--- src/inc/hrap_defs.svh ---
`ifndef HRAP_DEFS_SVH
`define HRAP_DEFS_SVH
// ==========================================================================
// Host register access port constants
// ==========================================================================
// Width of the host address bus (register index).
`define HRAP_ADDR_W 12
// Width of the host data bus.
`define HRAP_DATA_W 8
// Width of the bundle of pins that pass through the input synchroniser.
`define HRAP_SYNC_W 24
// Field positions inside the synchronised pin bundle.
`define HRAP_POS_CS     0
`define HRAP_POS_ASTB   1
`define HRAP_POS_WSD    2
`define HRAP_POS_RDRW   3
`define HRAP_POS_ADDR   4
`define HRAP_POS_DATA   16
// Cycles after reset release before the mode strap is trusted.
`define HRAP_START_CNT  2'h2
// Reset values of the pin drivers and the sync bundle.
`define HRAP_DATA_RST   8'h00
`define HRAP_ADDR_RST   12'h000
`define HRAP_SYNC_RST   24'h00000f
`define HRAP_ACK_RST    1'b1
`define HRAP_OE_RST     1'b0
`endif

--- src/inc/hrap_pkg.sv ---
// ==========================================================================
// Host register access port types
// ==========================================================================
package hrap_pkg;
   // Strobe style chosen by the mode strap.
   typedef enum logic {HRAP_MODE_ADDR_STROBE, HRAP_MODE_SEP_STROBE} hrap_mode_type;
   // Access sequencer states.
   typedef enum logic [1:0] {HRAP_ST_IDLE, HRAP_ST_READ, HRAP_ST_DONE} hrap_state_type;
endpackage : hrap_pkg

--- src/rtl/hrap_host_port.sv ---
`timescale 1ns/1ps
`include "hrap_defs.svh"
// Contract
// - Address style: write on data strobe rising.
// - Address style: drive read data while strobe low.
// - Chip select low drives ready low.
// - Eight-bit data bus, released unless reading.
// - Separate style: drive data while read low.
// - Ready high at completion, hi-z when deselected.
// - Acknowledge low at completion, high otherwise.
module hrap_host_port
   import hrap_pkg::*;
(
   input  wire logic                    clk_sys,                // System clock, 200 MHz.
   input  wire logic                    reset_n,                // Asynchronous reset, active low.
   input  wire logic                    mode_strap,             // High selects separate strobes.
   input  wire logic                    chip_select_n,          // Chip select pin.
   input  wire logic                    address_latch_strobe_n, // Address strobe pin.
   input  wire logic                    write_or_data_strobe_n, // Write or data strobe pin.
   input  wire logic                    read_or_direction,      // Read strobe or direction pin.
   input  wire logic [`HRAP_ADDR_W-1:0] host_addr,              // Register index pins.
   input  wire logic [`HRAP_DATA_W-1:0] host_data_in,           // Data bus as seen on the pins.
   output logic      [`HRAP_DATA_W-1:0] host_data_out,          // Read data driven to the pins.
   output logic                         host_data_oe,           // Data bus output enable.
   output logic                         ack_out,                // Ready or acknowledge level.
   output logic                         ack_oe,                 // Ready or acknowledge enable.
   output logic      [`HRAP_ADDR_W-1:0] reg_addr,               // Index to the register file.
   output logic      [`HRAP_DATA_W-1:0] reg_wdata,              // Write data to the register file.
   output logic                         reg_wr,                 // One-cycle write pulse.
   output logic                         reg_rd,                 // One-cycle read pulse.
   input  wire logic [`HRAP_DATA_W-1:0] reg_rdata               // Register file read data.
);

   // =======================================================================
   // Input synchroniser
   // =======================================================================
   logic [`HRAP_SYNC_W-1:0] sync1_reg;   // First stage, read only by the second stage.
   logic [`HRAP_SYNC_W-1:0] sync2_reg;   // Second stage, safe for logic.
   logic                    strap1_reg;  // Strap first stage.
   logic                    strap2_reg;  // Strap second stage.
   wire  [`HRAP_SYNC_W-1:0] pins_raw;    // Pin bundle before synchronising.

   assign pins_raw = {host_data_in, host_addr, read_or_direction,
                      write_or_data_strobe_n, address_latch_strobe_n, chip_select_n};

   // All host pins are asynchronous to clk_sys; every one passes two stages.
   always_ff @(posedge clk_sys or negedge reset_n) begin
      if (!reset_n) begin
         sync1_reg  <= `HRAP_SYNC_RST;
         sync2_reg  <= `HRAP_SYNC_RST;
         strap1_reg <= 1'b0;
         strap2_reg <= 1'b0;
      end else begin
         sync1_reg  <= pins_raw;
         sync2_reg  <= sync1_reg;
         strap1_reg <= mode_strap;
         strap2_reg <= strap1_reg;
      end
   end

   // Named views of the synchronised pins.
   wire                    cs_s   = sync2_reg[`HRAP_POS_CS];
   wire                    astb_s = sync2_reg[`HRAP_POS_ASTB];
   wire                    wsd_s  = sync2_reg[`HRAP_POS_WSD];
   wire                    rdrw_s = sync2_reg[`HRAP_POS_RDRW];
   wire [`HRAP_ADDR_W-1:0] addr_s = sync2_reg[`HRAP_POS_ADDR +: `HRAP_ADDR_W];
   wire [`HRAP_DATA_W-1:0] data_s = sync2_reg[`HRAP_POS_DATA +: `HRAP_DATA_W];

   // =======================================================================
   // Mode strap capture
   // =======================================================================
   logic [1:0]    start_cnt_reg; // Counts edges until the strap sync is settled.
   logic          started_reg;   // Mode has been captured; accesses may run.
   hrap_mode_type mode_reg;      // Captured strobe style.

   // The strap is caught once after release, so a strap that wiggles later
   // cannot flip the protocol in the middle of an access.
   always_ff @(posedge clk_sys or negedge reset_n) begin
      if (!reset_n) begin
         start_cnt_reg <= 2'h0;
         started_reg   <= 1'b0;
         mode_reg      <= HRAP_MODE_ADDR_STROBE;
      end else if (!started_reg) begin
         start_cnt_reg <= start_cnt_reg + 2'h1;
         if (start_cnt_reg == `HRAP_START_CNT) begin
            started_reg <= 1'b1;
            mode_reg    <= strap2_reg ? HRAP_MODE_SEP_STROBE : HRAP_MODE_ADDR_STROBE;
         end
      end
   end

   // =======================================================================
   // Access decode
   // =======================================================================
   // Select term of either style: chip select or address strobe low.
   function automatic logic sel_of(input logic sep, input logic cs_n, input logic astb_n);
      sel_of = sep ? ~cs_n : ~astb_n;
   endfunction : sel_of

   hrap_state_type state_reg;   // Sequencer state.
   hrap_state_type state_next;  // Sequencer next state.
   logic           done_reg;    // Current access has completed.
   logic           wr_arm_reg;  // A write strobe is low; waiting for its rising edge.

   wire sep     = (mode_reg == HRAP_MODE_SEP_STROBE);
   wire sel_act = started_reg & sel_of(sep, cs_s, astb_s);
   // Separate style reads on read strobe low; address style on data strobe
   // low with direction high.
   wire rd_req  = sel_act & (sep ? ~rdrw_s : (~wsd_s & rdrw_s));
   // Write strobe low; address style also needs direction low.
   wire wr_low  = sel_act & ~wsd_s & (sep | ~rdrw_s);
   // Rising edge of the strobe while still selected commits the write.
   wire wr_commit = wr_arm_reg & wsd_s & sel_act;
   wire idle    = (state_reg == HRAP_ST_IDLE);
   wire rd_start = idle & rd_req;

   // Sequencer: a read costs one cycle of register lookup before driving.
   always_comb begin
      state_next = state_reg;
      case (state_reg)
         HRAP_ST_IDLE: begin
            if (rd_req) begin
               state_next = HRAP_ST_READ;
            end
         end
         HRAP_ST_READ: begin
            state_next = HRAP_ST_DONE;
         end
         HRAP_ST_DONE: begin
            // Hold the data until the read strobe (or select) goes away.
            if (!rd_req) begin
               state_next = HRAP_ST_IDLE;
            end
         end
         default: begin
            state_next = HRAP_ST_IDLE;
         end
      endcase
   end

   // Completion flag: set at commit or read data ready, cleared on deselect
   // or the start of a fresh access.
   wire done_next = !sel_act ? 1'b0 :
                    ((state_reg == HRAP_ST_READ) | wr_commit) ? 1'b1 :
                    (idle & (rd_req | wr_low) & !wr_arm_reg) ? 1'b0 : done_reg;
   wire wr_arm_next = (!sel_act | wr_commit) ? 1'b0 :
                      (idle & wr_low & !rd_req) ? 1'b1 : wr_arm_reg;

   // Pin drivers of the next cycle.
   wire data_oe_next  = (state_next == HRAP_ST_DONE) & sel_act;
   wire ack_out_next  = sep ? done_reg : ~done_reg;
   wire ack_oe_next   = started_reg & (sep ? ~cs_s : 1'b1);

   // =======================================================================
   // State and output registers
   // =======================================================================
   // Sequencer and handshake flags.
   always_ff @(posedge clk_sys or negedge reset_n) begin
      if (!reset_n) begin
         state_reg  <= HRAP_ST_IDLE;
         done_reg   <= 1'b0;
         wr_arm_reg <= 1'b0;
      end else begin
         state_reg  <= state_next;
         done_reg   <= done_next;
         wr_arm_reg <= wr_arm_next;
      end
   end

   // Register file side: index and data follow the pins while a write strobe
   // is low (a read takes them once, at its start), so the value at the rising edge is what gets written.
   always_ff @(posedge clk_sys or negedge reset_n) begin
      if (!reset_n) begin
         reg_addr  <= `HRAP_ADDR_RST;
         reg_wdata <= `HRAP_DATA_RST;
         reg_wr    <= 1'b0;
         reg_rd    <= 1'b0;
      end else begin
         if (rd_start | (idle & wr_low)) begin
            reg_addr  <= addr_s;
            reg_wdata <= data_s;
         end
         reg_wr <= wr_commit;
         reg_rd <= rd_start;
      end
   end

   // Pin drivers; the data bus is released whenever no read is held.
   always_ff @(posedge clk_sys or negedge reset_n) begin
      if (!reset_n) begin
         host_data_out <= `HRAP_DATA_RST;
         host_data_oe  <= `HRAP_OE_RST;
         ack_out       <= `HRAP_ACK_RST;
         ack_oe        <= `HRAP_OE_RST;
      end else begin
         if (state_reg == HRAP_ST_READ) begin
            host_data_out <= reg_rdata;
         end
         host_data_oe <= data_oe_next;
         ack_out      <= ack_out_next;
         ack_oe       <= ack_oe_next;
      end
   end
endmodule : hrap_host_port

--- config.mk ---
export PLATFORM = sky130hd
export DESIGN_NAME = hrap_host_port
export DESIGN_NICKNAME = d
export VERILOG_FILES = /design/src/inc/hrap_pkg.sv /design/src/rtl/hrap_host_port.sv
export VERILOG_INCLUDE_DIRS = /design/src /design/src/inc
export SDC_FILE = /design/constraint.sdc
export NUM_CORES = 1
export LEC_CHECK = 0
export ABC_CLOCK_PERIOD_IN_PS = 2000
export BUFFER_PORTS_ARGS = -buffer_cell sky130_fd_sc_hd__buf_2
export CAP_MARGIN = 20
export CORE_UTILIZATION = 50
export DETAILED_ROUTE_END_ITERATION = 7
export PLACE_DENSITY = 0.8
export SLEW_MARGIN = 5
export SYNTH_ARGS = -nofsm -noshare
export SYNTH_HDL_FRONTEND = slang
export SYNTH_SLANG_ARGS = --single-unit
--- constraint.sdc ---
create_clock -name clk_sys -period 2 [get_ports clk_sys]
set_input_delay 0.4 -clock clk_sys [delete_from_list [all_inputs] [get_ports clk_sys]]
set_output_delay 0.4 -clock clk_sys [all_outputs]
set_load 0.005 [all_outputs]
## After elaboration in Yosys (flattened, before gate mapping)

Cells that the tools add are included.

| word-level totals | value |
|---|---|
| bits in registers | 91 |

| operators by class | value |
|---|---|
| $add $sub $neg | 1 |
| eq/ne operators | 5 |
| mux-type cells | 15 |
| bitwise logic cells | 25 |
| reduce and logical (&&, ||, !) cells | 6 |

Operator list:

| kind | number |
|---|---|
| $and 1x1->1 | 14 |
| $mux 1 | 12 |
| $eq 2x2->1 const B | 3 |
| $not 1->1 | 6 |
| $pmux 2 s3 | 1 |
| $or 1x1->1 | 5 |
| $mux 2 | 2 |
| $logic_not 1->1 | 3 |
| $ne 3x1->1 const B | 1 |
| $add 2x1->2 const B | 1 |
| $eq 2x1->1 const B | 1 |
| $logic_not 2->1 | 1 |
| $reduce_and 2->1 | 1 |
| $reduce_bool 2->1 | 1 |

## Logic depth before layout (Yosys ltp)

| logic depth | value |
|---|---|
| depth in word-level cells | 11 |
| mapped depth | 4 |

## Worst setup path after synthesis

OpenSTA, ideal clock, no wires.

| path | value |
|---|---|
| kind | reg-to-reg |
| from | reg sync2_reg[3] |
| to | reg reg_addr[0] |
| library setup time | 0.125 ns |
| arrival time | 1.304 ns |
| slack | 0.571 ns |
| stages on the path, launching flop included | 5 |
| period minus slack after synthesis | 1.429 ns |
| cell sequence | dfstp_2 > nor2b_4 > o2111a_2 > buf_12 > mux2_4 |

| on the way | value |
|---|---|
| longest elaborated chain between the ends | 5 |
| elaborated cells between the ends (all ways) | 9 |
| classes of those cells | 1 x mux; 8 x bitwise |

Ends and longest elaborated chain:

| what | line | RTL |
|---|---|---|
| start, declared | hrap_host_port.sv:38 | `` logic [`HRAP_SYNC_W-1:0] sync2_reg; `` |
| start signal, assigned | hrap_host_port.sv:50 | `` sync2_reg <= `HRAP_SYNC_RST; `` |
| start signal, assigned | hrap_host_port.sv:55 | `sync2_reg <= sync1_reg;` |
| $and 1x1->1 or $not 1->1 (tied branches) | hrap_host_port.sv:109, hrap_host_port.sv:111 |  |
| $mux 1 or $or 1x1->1 (tied branches) | hrap_host_port.sv:109, hrap_host_port.sv:111 |  |
| $and 1x1->1 (on tied branches) | hrap_host_port.sv:109, hrap_host_port.sv:111 |  |
| $and 1x1->1 (on tied branches) | hrap_host_port.sv:115, hrap_host_port.sv:179 |  |
| $or 1x1->1 * | hrap_host_port.sv:179 | `if (rd_start \| (idle & wr_low)) begin` |
| end signal, assigned | hrap_host_port.sv:174 | `` reg_addr <= `HRAP_ADDR_RST; `` |
| end signal, assigned | hrap_host_port.sv:180 | `reg_addr <= addr_s;` |
| end, declared | hrap_host_port.sv:27 | `` output logic [`HRAP_ADDR_W-1:0] reg_addr, `` |

Mark *: on every way between the ends. The rest lies on a longest branch, timed or not.
A chain may end at the register's enable or synchronous reset.

## Worst setup path in the final report

| path | value |
|---|---|
| from | reg mode_reg |
| to | reg reg_wdata[2] |

| on the way | value |
|---|---|
| longest elaborated chain between the ends | 6 |
| elaborated cells between the ends (all ways) | 10 |
| classes of those cells | 2 x mux; 8 x bitwise |

Ends and longest elaborated chain:

| what | line | RTL |
|---|---|---|
| start, declared | hrap_host_port.sv:74 | `hrap_mode_type mode_reg;` |
| start signal, assigned | hrap_host_port.sv:87 | `mode_reg <= strap2_reg ? HRAP_MODE_SEP_STROBE : HRAP_MODE_ADDR_STROBE;` |
| $mux 1 | hrap_host_port.sv:97 | `sel_of = sep ? ~cs_n : ~astb_n;` |
| $and 1x1->1 | hrap_host_port.sv:106 | `wire sel_act = started_reg & sel_of(sep, cs_s, astb_s);` |
| $and 1x1->1 (2 in a row) | hrap_host_port.sv:111 | `wire wr_low = sel_act & ~wsd_s & (sep \| ~rdrw_s);` |
| $and 1x1->1 | hrap_host_port.sv:179 |  |
| $or 1x1->1 * | hrap_host_port.sv:179 |  |
| end signal, assigned | hrap_host_port.sv:175 | `` reg_wdata <= `HRAP_DATA_RST; `` |
| end signal, assigned | hrap_host_port.sv:181 | `reg_wdata <= data_s;` |
| end, declared | hrap_host_port.sv:28 | `` output logic [`HRAP_DATA_W-1:0] reg_wdata, `` |

Marks and branches as above.

==> metrics.cfg <==
[detailed_routing]
ant_nets = 0
detail_route.vias_per_cell = 4.74
routedWlPerCell_um = 14.4
drcViolationCount = 0
vias = 1489
drt_iter0_drc = 94
finalWirelength_um = 4510
drtPass1Iterations = 4

[yosys]
yosysTopAreaCell = dfrtp_1
synthesis.area_mm2 = 0.00296
yosysTopAreaCellShare_pct = 69.4
syn_avg_cell_area_um2 = 18.8
yosysWarnings = 0
synthTopCellsByArea = dfrtp_1 (69%), mux2_4 (10%), dfstp_2 (8.0%), mux2_2 (2.7%), buf_12 (1.4%)
synth-seq-area-share_pct = 77.4
synth_nets = 193
ys_ff_latch = 91
synth_cell_types = 29
synthCells = 157

[sta]
whs_ps = 29.8
hold_viol = 0
tightestPinTransition_ps = 523
finalSetupTns_ps = 0
max_slew_margin_pct = 65.2
fmax_ghz = 0.640
fin_worst_skew_ps = 7.80
rsz0062_at_grt = false
min_period_ps = 1560
finalSetupViolations = 0
layout_worst_path_cycle_share_pct = 78.2
slew_viol_final = 0

[pwr]
powerDensity_mw_per_mm2 = 1090
p_leak_nw = 1.73
vdd_drop_max_mv = 0.686

[floorplanning]
io_pins = 68
rows = 27
core_area_mm2 = 0.00561
die_w_um = 78.9
start_util_pct = 52.7
die_h_um = 78.9
dieArea_mm2 = 0.00623

[global_route]
grt_max_degree = 44
track_usage_pct = 16.9
antenna_found_initial = 0
grt_pass1_vias = 1568
grt_pass1_wl_um = 7530
gr-total-overflow = 0

[critical_path]
cpPeakStageDelay_ps = 470
cp_slowest_cell = dfrtp_1
worstSetupPathType = flop to flop
path_cells = a21boi_2, o2111a_2, buf_12, mux2_4
worst_setup_path_start_kind = flop
end_kind = flop
arrival_ps = 1800
required_ps = 2230
crit_path_max_fanout = 20

[cts]
cts_tree = done
root_buffer = clkbuf_8
post-cts-setup-buffers = 0
clk-insertion-delay-late_ps = 340
clk_pin_slew_worst_paths_ps = 80
cts_inserted_buffers = 9
htreeDepth = 3
cts_buffer_depth = 2
post_cts_resized = 0
clkSinkCount = 91
ctsHoldBuffers = 0

[final_layout]
area_delta_synth_final_pct = 20.9
drive_above_1_share_pct = 52.1
final_common_cell = dfrtp_1
diodes = 0
nFillCells = 416
fin_nets = 273
mostFrequentLayoutCells = dfrtp_1 (82), buf_2 (66), mux2_4 (20), clkbuf_8 (12), dfstp_2 (9)

[placement]
place.gp.congestion = 0.803
port_buffers = 67
hpwl_um = 3180

[worst_hold_path]
min_path_type = primary input to async pin

[run_status]
status = completed

[flow_run]
max-cap-violations = 0

-- logic make-up after synthesis --
logic type / after synthesis / synth area share (%)
muxes: 29 / 13.6
AOI/OAI and AO/OA: 9 / 2.20
and+or+nand+nor: 20 / 4.06
xor gates and xnor gates: 2 / 0.592
buffers and inverters: 5 / 1.78
adders and majority gates: 1 / 0.423
DFF: 91 / 77.4
-- where the power goes --
| part | switching, W | internal (W) | leakage (nW) |
|---|---|---|---|
| Combinational | 0.000218 | 0.000365 | 0.583 |
| Sequential | 0.000120 | 0.00208 | 1.05 |
| Clock | 0.000557 | 0.000556 | 0.0900 |
| Total | 0.000895 | 0.00300 | 1.73 |
-- through the flow --
stage          instance area [um^2]  cells  util (%)  power, W  setup WS [ps]
6_report                       3570    314      63.7   0.00390            437
2_1_floorplan                  2960    157         -   0.00254            571
5_1_grt                        3570    314      63.7   0.00411            353
4_1_cts                        3570    314      63.7   0.00395            440
3_5_place_dp                   3390    298      60.5   0.00284            452
3_3_place_gp                   3390    298      60.5   0.00280            497
-- Yosys cell counts --
library cell   n
inv_1          2
ha_1           1
dfrtp_1       82
buf_12         2
a21oi_1        2
a31oi_1        1
nor4_1         2
nor3b_1        1
and2b_2        1
xnor2_1        2
o21bai_1       1
o31ai_1        1
and3_1         1
or2_2          1
buf_2          1
mux2_1         2
nor3_1         1
mux2_2         7
o2111a_2       1
nand2_1        3
nand2b_1       4
nor2_1         3
a21boi_2       1
nor2b_4        1
o21ai_0        2
mux2_4        20
dfstp_2        9
nand3_1        1
or2b_1         1
-- routing by layer --
metal	share of wire [%]	up-vias	GRT usage, %
met5	0	-	0
met1	41	750	21.1
met2	52	44	26.5
li1	-	686	-
met3	4.4	9	4.71
met4	2.2	0	10.2
-- critical path, delay by kind of cell, from the launching register on --
family | cells | cell delay [ps]
mux | 1 | 320
flops | 1 | 470
compound gates | 2 | 460
buf+inv | 1 | 190
-- worst paths after layout --
kind | startpoint | endpoint | slack [ps] | cells past startpoint
max | mode_reg | reg_wdata[2] | 440 | 4
min | reset_n | state_reg[0] | 30 | 1
max reg2reg | mode_reg | reg_wdata[2] | 440 | 4
min reg2reg | sync1_reg[11] | sync2_reg[11] | 350 | 0
max in group asynchronous | reset_n | ack_out | 1300 | 2
min in group clk_sys | write_or_data_strobe_n | sync1_reg[2] | 150 | 1
-- layout make-up --
| type | instances | area (um^2) | share of cell area, % |
|---|---|---|---|
| multi-input combinational | 61 | 617 | 17.3 |
| clock buffer | 15 | 176 | 4.94 |
| timing repair buffer | 72 | 388 | 10.9 |
| clock inverter | 1 | 7.51 | 0.210 |
| sequential | 91 | 2290 | 64.0 |
| tap | 72 | 90.1 | 2.52 |
| inverter | 2 | 7.51 | 0.210 |
Power figures use the tool's default switching activity.
